File: src/dmcp_pkg.sv
// package for the dual mode control port: constants and carrier types
package dmcp_pkg;

	localparam logic [6:0] DMCP_ADDR_BASE    = 7'h0A;
	localparam int         DMCP_ADDR_SEL_BIT = 5;
	localparam logic [6:0] DMCP_ADDR_FIXED   = 7'h0A;
	localparam int         DMCP_SPI_BITS     = 32;
	localparam logic [15:0] DMCP_ADDR_RESET  = 16'h0000;
	localparam logic [3:0] DMCP_BIT_LAST     = 4'h8;
	localparam logic [2:0] DMCP_SYNC_RESET   = 3'h7;
	localparam logic [1:0] DMCP_STRAP_WAIT   = 2'h2;

	// register access request handed to the register file
	typedef struct packed {
		logic        write;
		logic        read;
		logic [15:0] addr;
		logic [15:0] data;
	} dmcp_req_type;

	typedef enum logic [2:0] {
		DMCP_IDLE,
		DMCP_DEVADDR,
		DMCP_ACK,
		DMCP_RXBYTE,
		DMCP_TXBYTE,
		DMCP_RXACK
	} dmcp_state_type;

endpackage : dmcp_pkg

File: src/dmcp_port.sv
// dual mode control port: i2c slave or write-only spi slave
// Function
// - mode strap low selects i2c slave, high selects spi slave
// - large package answers i2c address 0n01010, n from address pin
// - small package answers fixed i2c address 0001010 only
// - device is always slave and never drives the serial clock
// - register addresses and data are both sixteen bits wide
// - i2c read: address written first, then read returns two bytes high first
// - device acks address and written bytes; master nacks final read byte
// - access address increments after every completed data byte pair
// - any start or stop ends the command in progress
// - a read without new address starts at current address, keeps incrementing
// - spi uses address pin as select, clock pin as sclk, data pin as mosi
// - spi mode writes registers only, never drives serial output
// - select rising latches last 32 bits: address high, value low
`timescale 1ns/1ps
`default_nettype none
module dmcp_port
	import dmcp_pkg::*;
#(
	parameter bit LARGE_PKG = 1'b1
) (
	// clock and reset
	input  wire logic         clk_sys,
	input  wire logic         rst_b,
	// straps and pins
	input  wire logic         mode_spi_strap,
	input  wire logic         addr_bit_chip_select_input,
	input  wire logic         ctrl_clk_in,
	input  wire logic         ctrl_data_in,
	output logic              ctrl_data_out,
	output logic              ctrl_data_oe,
	// register file side
	output dmcp_req_type      reg_req,
	input  wire logic [15:0]  reg_rdata
);

	// ************************************************************
	// input synchronisers
	// ************************************************************
	logic [2:0] sync1;
	logic [2:0] sync2;
	logic [2:0] sync3;
	always_ff @(posedge clk_sys or negedge rst_b) begin
		if (!rst_b) begin
			sync1 <= DMCP_SYNC_RESET;
			sync2 <= DMCP_SYNC_RESET;
			sync3 <= DMCP_SYNC_RESET;
		end else begin
			sync1 <= {addr_bit_chip_select_input, ctrl_clk_in, ctrl_data_in};
			sync2 <= sync1;
			sync3 <= sync2;
		end
	end

	wire logic sel_now  = sync2[2];
	wire logic clk_now  = sync2[1];
	wire logic dat_now  = sync2[0];
	wire logic clk_rise = clk_now && !sync3[1];
	wire logic clk_fall = !clk_now && sync3[1];
	wire logic sel_rise = sel_now && !sync3[2];
	// start and stop: data moves while clock is high
	wire logic i2c_start = clk_now && sync3[1] && !dat_now && sync3[0];
	wire logic i2c_stop  = clk_now && sync3[1] && dat_now && !sync3[0];

	// ************************************************************
	// strap capture after reset release
	// ************************************************************
	// strap is only sampled once, so mid-run toggling cannot break a frame
	// capture waits until both synchroniser stages hold real pin levels
	logic [1:0] mode_sync;
	logic [1:0] strap_wait;
	logic       strap_done;
	logic       spi_mode;
	logic       addr_n;
	always_ff @(posedge clk_sys or negedge rst_b) begin
		if (!rst_b) begin
			mode_sync  <= 2'h0;
			strap_wait <= 2'h0;
			strap_done <= 1'b0;
			spi_mode   <= 1'b0;
			addr_n     <= 1'b0;
		end else begin
			mode_sync <= {mode_sync[0], mode_spi_strap};
			if (!strap_done && strap_wait == DMCP_STRAP_WAIT) begin
				strap_done <= 1'b1;
				spi_mode   <= mode_sync[1];
				addr_n     <= sel_now;
			end else if (!strap_done) begin
				strap_wait <= strap_wait + 2'h1;
			end
		end
	end

	wire logic [6:0] own_addr = LARGE_PKG ?
		(DMCP_ADDR_BASE | (7'(addr_n) << DMCP_ADDR_SEL_BIT)) : DMCP_ADDR_FIXED;
	wire logic i2c_on = strap_done && !spi_mode;
	wire logic spi_on = strap_done && spi_mode;

	// ************************************************************
	// spi shift path
	// ************************************************************
	logic [DMCP_SPI_BITS-1:0] spi_shift;
	always_ff @(posedge clk_sys or negedge rst_b) begin
		if (!rst_b) begin
			spi_shift <= '0;
		end else if (spi_on && !sel_now && clk_rise) begin
			spi_shift <= {spi_shift[DMCP_SPI_BITS-2:0], dat_now};
		end
	end
	wire logic spi_commit = spi_on && sel_rise;

	// ************************************************************
	// i2c state machine
	// ************************************************************
	dmcp_state_type state;
	dmcp_state_type next_state;
	logic [3:0]  bitcnt;
	logic [7:0]  shreg;
	logic        rw_read;
	logic [1:0]  byte_idx;   // 0,1 address bytes; 2,3 data bytes
	logic [15:0] acc_addr;
	logic [7:0]  data_hi;
	logic [7:0]  data_lo;
	logic        wr_due;     // low data byte taken, write waits for its ack
	logic        tx_lo;
	logic        ack_drive;

	wire logic       byte_done = clk_rise && (bitcnt == DMCP_BIT_LAST - 4'h1);
	wire logic [7:0] rx_byte   = {shreg[6:0], dat_now};
	wire logic       addr_hit  = rx_byte[7:1] == own_addr;
	wire logic [7:0] tx_byte   = tx_lo ? reg_rdata[7:0] : reg_rdata[15:8];
	wire logic       i2c_wr    = (state == DMCP_ACK) && clk_fall && bitcnt == DMCP_BIT_LAST
		&& wr_due;

	always_comb begin
		next_state = state;
		case (state)
			DMCP_IDLE:    next_state = DMCP_IDLE;
			DMCP_DEVADDR: if (byte_done) next_state = addr_hit ? DMCP_ACK : DMCP_IDLE;
			DMCP_ACK:     if (clk_fall && bitcnt == DMCP_BIT_LAST)
				next_state = rw_read ? DMCP_TXBYTE : DMCP_RXBYTE;
			DMCP_RXBYTE:  if (byte_done) next_state = DMCP_ACK;
			DMCP_TXBYTE:  if (byte_done) next_state = DMCP_RXACK;
			DMCP_RXACK:   if (clk_rise) next_state = dat_now ? DMCP_IDLE : DMCP_TXBYTE;
			default:      next_state = DMCP_IDLE;
		endcase
		if (!i2c_on) next_state = DMCP_IDLE;
		else if (i2c_start) next_state = DMCP_DEVADDR;
		else if (i2c_stop) next_state = DMCP_IDLE;
	end

	always_ff @(posedge clk_sys or negedge rst_b) begin
		if (!rst_b) begin
			state <= DMCP_IDLE;
		end else begin
			state <= next_state;
		end
	end

	always_ff @(posedge clk_sys or negedge rst_b) begin
		if (!rst_b) begin
			bitcnt  <= 4'h0;
			shreg   <= 8'h00;
			rw_read <= 1'b0;
		end else if (i2c_start || next_state != state) begin
			bitcnt <= 4'h0;
			if (state == DMCP_DEVADDR && byte_done) rw_read <= dat_now;
			if (state == DMCP_RXACK) bitcnt <= 4'h0;
		end else if (clk_rise && state == DMCP_ACK) begin
			bitcnt <= DMCP_BIT_LAST;
		end else if (clk_rise && bitcnt != DMCP_BIT_LAST) begin
			bitcnt <= bitcnt + 4'h1;
			shreg  <= rx_byte;
		end
	end

	// ack cycle counts its own rising edge: bitcnt reaches last on it
	// byte bookkeeping, address and auto increment
	always_ff @(posedge clk_sys or negedge rst_b) begin
		if (!rst_b) begin
			byte_idx <= 2'd0;
			acc_addr <= DMCP_ADDR_RESET;
			data_hi  <= 8'h00;
			data_lo  <= 8'h00;
			wr_due   <= 1'b0;
			tx_lo    <= 1'b0;
		end else if (i2c_start) begin
			byte_idx <= 2'd0;
			wr_due   <= 1'b0;
			tx_lo    <= 1'b0;
		end else if (state == DMCP_RXBYTE && byte_done) begin
			case (byte_idx)
				2'd0: acc_addr[15:8] <= rx_byte;
				2'd1: acc_addr[7:0]  <= rx_byte;
				2'd2: data_hi        <= rx_byte;
				default: data_lo     <= rx_byte;
			endcase
			byte_idx <= (byte_idx == 2'd3) ? 2'd2 : byte_idx + 2'd1;
			wr_due   <= byte_idx == 2'd3;
		end else if (i2c_wr) begin
			wr_due   <= 1'b0;
			acc_addr <= acc_addr + 16'h0001;
		end else if (state == DMCP_TXBYTE && byte_done) begin
			tx_lo <= !tx_lo;
			if (tx_lo) acc_addr <= acc_addr + 16'h0001;
		end
	end

	// ************************************************************
	// data pin drive and register requests
	// ************************************************************
	// open drain: only pull low, never drive the clock pin
	wire logic drive_low = (state == DMCP_ACK && bitcnt != DMCP_BIT_LAST && !clk_rise
		&& (!clk_now || ack_drive))
		|| (state == DMCP_TXBYTE && !tx_byte[3'(7 - bitcnt)]);
	always_ff @(posedge clk_sys or negedge rst_b) begin
		if (!rst_b) begin
			ack_drive     <= 1'b0;
			ctrl_data_out <= 1'b0;
			ctrl_data_oe  <= 1'b0;
			reg_req       <= '0;
		end else begin
			ack_drive     <= state == DMCP_ACK && !clk_now;
			ctrl_data_out <= 1'b0;
			ctrl_data_oe  <= i2c_on && clk_now == 1'b0 ? drive_low : (ctrl_data_oe && !clk_fall
				&& state != DMCP_IDLE);
			reg_req.write <= i2c_wr || spi_commit;
			reg_req.read  <= state == DMCP_TXBYTE;
			reg_req.addr  <= spi_commit ? spi_shift[31:16] : acc_addr;
			reg_req.data  <= spi_commit ? spi_shift[15:0] : {data_hi, data_lo};
		end
	end
endmodule : dmcp_port
`default_nettype wire

File: config.mk
export PLATFORM = sky130hd
export DESIGN_NAME = dmcp_port
export DESIGN_NICKNAME = d
export VERILOG_FILES = /design/src/dmcp_pkg.sv /design/src/dmcp_port.sv
export SDC_FILE = /design/constraint.sdc
export NUM_CORES = 1
export LEC_CHECK = 0
export BUFFER_PORTS_ARGS = -buffer_cell sky130_fd_sc_hd__buf_2
export CORE_MARGIN = 2
export CORE_UTILIZATION = 55
export DETAILED_ROUTE_END_ITERATION = 8
export PLACE_DENSITY = 0.75
export SLEW_MARGIN = 15
export SYNTH_ARGS = -nofsm -noshare
export SYNTH_HDL_FRONTEND = slang
export SYNTH_SLANG_ARGS = --single-unit
File: constraint.sdc
create_clock -name clk_sys -period 2.9 [get_ports clk_sys]
set_input_delay 0.145 -clock clk_sys [delete_from_list [all_inputs] [get_ports clk_sys]]
set_output_delay 0.145 -clock clk_sys [all_outputs]
set_load 0.02 [all_outputs]
==> flow_summary.html <==
<table>
<tr><th>Metric</th><th>Value</th></tr>
<tr><th colspan="2">Timing</th></tr>
<tr><td>Measured slew at the worst slew-check pin</td><td>0.687 ns</td></tr>
<tr><td>Worst setup margin</td><td>0.238 ns</td></tr>
<tr><td>Endpoints failing setup</td><td>0</td></tr>
<tr><td>Worst Clk Skew</td><td>0.00949 ns</td></tr>
<tr><td>Min Tclk post-route</td><td>2.66 ns</td></tr>
<tr><td>Unrepaired setup endpoints after global routing</td><td>no</td></tr>
<tr><td>Worst slew slack as a fraction of its limit</td><td>54.2%</td></tr>
<tr><td>Aggregate negative setup slack</td><td>0 ns</td></tr>
<tr><td>Share of the clock period used by the worst path</td><td>91.8%</td></tr>
<tr><td>Max Clock Freq</td><td>0.376 GHz</td></tr>
<tr><td>Final number of max-transition violations</td><td>0</td></tr>
<tr><td>Hold Vio Cnt, Final</td><td>0</td></tr>
<tr><th colspan="2">Power</th></tr>
<tr><td>Design Power</td><td>4.52 mW</td></tr>
<tr><td>Worst vdd rail ir drop</td><td>523 uV</td></tr>
<tr><td>Power density relative to cell area</td><td>652 nW/um^2</td></tr>
<tr><td>Lkg Pwr</td><td>3.37 nW</td></tr>
<tr><th colspan="2">Clock network</th></tr>
<tr><td>Buffer cell driving the clock tree root</td><td>clkbuf_8</td></tr>
<tr><td>Clock sinks</td><td>134</td></tr>
<tr><td>TritonCTS clock tree</td><td>done</td></tr>
<tr><td>Clock buffer count from CTS</td><td>17</td></tr>
<tr><td>Number of H-tree levels</td><td>4</td></tr>
<tr><td>CTS max path bufs</td><td>2</td></tr>
<tr><td>Post-CTS repair timing setup buffer count</td><td>0</td></tr>
<tr><td>Clock transition at the registers of the reported paths</td><td>0.06 ns</td></tr>
<tr><td>Clock latency reported for the late side of the worst-skew pair</td><td>0.52 ns</td></tr>
<tr><th colspan="2">Critical path</th></tr>
<tr><td>Worst path top cell family by delay</td><td>simple AND/OR/NAND/NOR gates</td></tr>
<tr><td>Startpoint types</td><td>register</td></tr>
<tr><td>Cell Chain, Critical Path</td><td>ha_1 &gt; and3b_1 &gt; and3_4 &gt; o21bai_1 &gt; nand4b_2 &gt; or4_1 &gt; mux2_4</td></tr>
<tr><td>R2R setup slack</td><td>0.24 ns</td></tr>
<tr><td>Library cell contributing the largest single delay on the critical path</td><td>or4_1</td></tr>
<tr><td>Arrival time at the worst endpoint</td><td>3.07 ns</td></tr>
<tr><td>Depth of the most critical reg-to-reg path</td><td>7</td></tr>
<tr><td>Maximum fanout encountered on the critical timing path</td><td>8</td></tr>
<tr><td>Worst reg2reg path startpoint</td><td>bitcnt[0]$_DFFE_PN0P_</td></tr>
<tr><td>Largest stage delay on the critical path</td><td>0.64 ns</td></tr>
<tr><td>Launch point of the critical path</td><td>bitcnt[0]$_DFFE_PN0P_</td></tr>
<tr><td>CP Depth</td><td>7</td></tr>
<tr><td>Required @ worst endpoint</td><td>3.30 ns</td></tr>
<tr><td>Worst setup endpoint</td><td>shreg[3]$_DFFE_PN0P_</td></tr>
<tr><td>Worst Path Class, Setup</td><td>reg -&gt; reg</td></tr>
<tr><td>End of the worst register-to-register path</td><td>shreg[3]$_DFFE_PN0P_</td></tr>
<tr><td>Endpoint type of the worst setup path</td><td>register</td></tr>
<tr><td>Buffering stage count on the worst path with inverters included</td><td>0</td></tr>
<tr><th colspan="2">Detailed routing</th></tr>
<tr><td>Number of iterations in the first detailed-routing pass</td><td>5</td></tr>
<tr><td>WL/cell</td><td>17.8 um</td></tr>
<tr><td>Routed wire length</td><td>12.0 mm</td></tr>
<tr><td>Detailed-route DRC error count</td><td>0</td></tr>
<tr><td>Vias per cell</td><td>5.79</td></tr>
<tr><td>Vias post-DR</td><td>3918</td></tr>
<tr><td>Remaining antenna violation count after routing</td><td>0</td></tr>
<tr><td>Initial DRC count</td><td>326</td></tr>
<tr><th colspan="2">Yosys</th></tr>
<tr><td>Post-synthesis net count</td><td>491</td></tr>
<tr><td>Sequential share of the synthesized area</td><td>56.7%</td></tr>
<tr><td>Synth top area share</td><td>52.7%</td></tr>
<tr><td>Most instantiated library cell after synthesis</td><td>dfrtp_1</td></tr>
<tr><td>Top cells by instance count after synthesis</td><td>125 x dfrtp_1, 81 x mux2_2, 24 x nand2_1</td></tr>
<tr><td>Synth area leader</td><td>dfrtp_1</td></tr>
<tr><td>Syn Inst Count</td><td>465</td></tr>
<tr><td>Most area-consuming cells after synthesis</td><td>dfrtp_1 53%, mux2_2 15%, dfstp_2 4.0%</td></tr>
<tr><td>Distinct cells, synth</td><td>62</td></tr>
<tr><td>Async S/R FF share, synth</td><td>100%</td></tr>
<tr><td>Dominant register cell in the synthesized netlist</td><td>dfrtp_1</td></tr>
<tr><td>Count of flip-flops with a built-in enable after synthesis</td><td>0</td></tr>
<tr><td>Register bit count reported by yosys</td><td>134</td></tr>
<tr><td>Avg Cell Area, Syn</td><td>12.8 sq um</td></tr>
<tr><td>Post-synth design cell area</td><td>5930 sq um</td></tr>
<tr><td>Yosys warning count</td><td>0</td></tr>
<tr><th colspan="2">Placement</th></tr>
<tr><td>Number of buffers inserted by port buffering</td><td>56</td></tr>
<tr><td>Post-place setup slack</td><td>0.265 ns</td></tr>
<tr><td>Routability congestion estimate</td><td>0.856</td></tr>
<tr><td>HPWL after detailed placement</td><td>7.89 mm</td></tr>
<tr><th colspan="2">GRT</th></tr>
<tr><td>Initial antenna violation count</td><td>0</td></tr>
<tr><td>All-layer global routing usage</td><td>22.7%</td></tr>
<tr><td>Vias in the first global route</td><td>3962</td></tr>
<tr><td>Pin count of the biggest net entering global routing</td><td>135</td></tr>
<tr><td>Global-route wire length before repair</td><td>20.0 mm</td></tr>
<tr><td>Global route total overflow</td><td>0</td></tr>
<tr><th colspan="2">Die</th></tr>
<tr><td># IOs</td><td>58</td></tr>
<tr><td>Die width</td><td>108 um</td></tr>
<tr><td>Standard cell core area</td><td>10400 sq um</td></tr>
<tr><td>Initial Util</td><td>57.0%</td></tr>
<tr><td>Die extent in y</td><td>108 um</td></tr>
<tr><td>DIE AREA</td><td>11600 sq um</td></tr>
<tr><td>Count of standard-cell rows</td><td>37</td></tr>
<tr><th colspan="2">Run status</th></tr>
<tr><td>Status</td><td>complete, no violations</td></tr>
<tr><th colspan="2">Worst hold path</th></tr>
<tr><td>Beginning of the worst hold path</td><td>ctrl_clk_in</td></tr>
<tr><td>Type of the tightest min-delay check</td><td>in -&gt; reg</td></tr>
<tr><th colspan="2">Final layout</th></tr>
<tr><td>Count of inserted antenna diode cells</td><td>0</td></tr>
<tr><td>Area overhead of the layout relative to synthesis</td><td>16.8%</td></tr>
<tr><td>Fraction of final layout cells with drive strength greater than 1</td><td>38.3%</td></tr>
<tr><td>Utilization after layout</td><td>66.6%</td></tr>
<tr><td>Net count reported at finish</td><td>554</td></tr>
<tr><th colspan="2">Run</th></tr>
<tr><td>Number of maximum-capacitance violations</td><td>0</td></tr>
</table>
[metrics by stage]
stage / cell area [sq um] / instances / hold WS, ns
floorplan: 5930 / 465 / -0.151
global placement: 6340 / 640 / 0.252
detailed placement: 6340 / 640 / 0.251
CTS: 6930 / 677 / 0.238
global route: 6930 / 677 / 0.244
finish: 6930 / 677 / 0.271
[state kept, by name, summed over array words and instances, names as in the netlist, 2 cells and up]
signal	cells
reg_req	34
spi_shift	32
acc_addr	16
data_hi	8
data_lo	8
shreg	7
bitcnt	4
state	3
sync1	3
sync2	3
sync3	3
byte_idx	2
mode_sync	2
strap_wait	2
[repair_timing]
item / in CTS / in global routing
hold endpoints to repair: 129 / 0
resized for setup: 0 / 0
hold buffers: 5 / 0
[worst min path at each step]
stage,to,slack [ns],depth (start not counted)
after global routing,sync1[1]$_DFF_PN1_,0.24,2
final,sync1[1]$_DFF_PN1_,0.27,2
after detailed placement,sync1[1]$_DFF_PN1_,0.25,1
after floorplan,acc_addr[0]$_DFFE_PN0P_,-0.15,0
after CTS,sync1[1]$_DFF_PN1_,0.24,2
after global placement,sync1[2]$_DFF_PN1_,0.25,1
[cell usage in the layout (no fill, tap or decap), types with 4 or more instances in the layout]
| master | synthesis | final |
|---|---|---|
| nand2b_1 | 4 | 4 |
| ha_1 | 4 | 4 |
| nand4_1 | 8 | 8 |
| nor4_1 | 5 | 5 |
| o211ai_1 | 7 | 7 |
| dlygate4sd3_1 | 0 | 5 |
| nor2b_1 | 6 | 6 |
| clkinvlp_4 | 0 | 4 |
| o21ai_0 | 9 | 9 |
| buf_2 | 4 | 55 |
| xnor2_1 | 5 | 5 |
| clkinv_4 | 0 | 4 |
| mux2_2 | 81 | 81 |
| clkbuf_16 | 0 | 16 |
| nor3_1 | 8 | 7 |
| o21ai_1 | 6 | 6 |
| and2_1 | 4 | 4 |
| nand2_1 | 24 | 24 |
| a21oi_1 | 20 | 20 |
| buf_4 | 2 | 8 |
| o32ai_1 | 5 | 5 |
| nand3_1 | 16 | 16 |
| inv_1 | 7 | 7 |
| dfrtp_1 | 125 | 125 |
| mux2_4 | 7 | 7 |
| or3_1 | 5 | 5 |
| dfstp_2 | 9 | 9 |
| mux4_2 | 5 | 5 |
| nor2_1 | 21 | 21 |
[logic make-up (layout without fill, tap and decap cells)]
kind of cell	after synthesis	in the layout	synth area share [%]
other	1	1	0.0632
buffers and inverters	32	108	2.61
AOI/OAI and AO/OA	66	66	7.32
muxes	97	97	19.8
xor gates and xnor gates	6	6	0.886
and+or+nand+nor	125	125	11.8
DFF	134	134	56.7
adders and majority gates	4	4	0.843
[layout make-up]
cell class	count	area, sq um
clock buffers	19	422
clock inverters	13	126
fillers	742	3480
inverters	7	26.3
multi-input cells	299	2420
flip-flops and latches	134	3360
well taps	136	170
repair buffers	69	405
[layer usage]
layer  track usage, %  share of wire (%)
met3             5.63                3.6
met5                0                  0
met4             8.42                1.8
met2             37.2                 51
met1             29.4                 43
[power by group]
group          switching [mW]  internal [mW]  total (mW)  leakage [nW]
clock network           0.824           1.15        1.97         0.255
logic                   0.158          0.211       0.369          1.32
registers               0.200           1.98        2.18          1.80
Note: power is estimated with default switching activity, not from simulation.
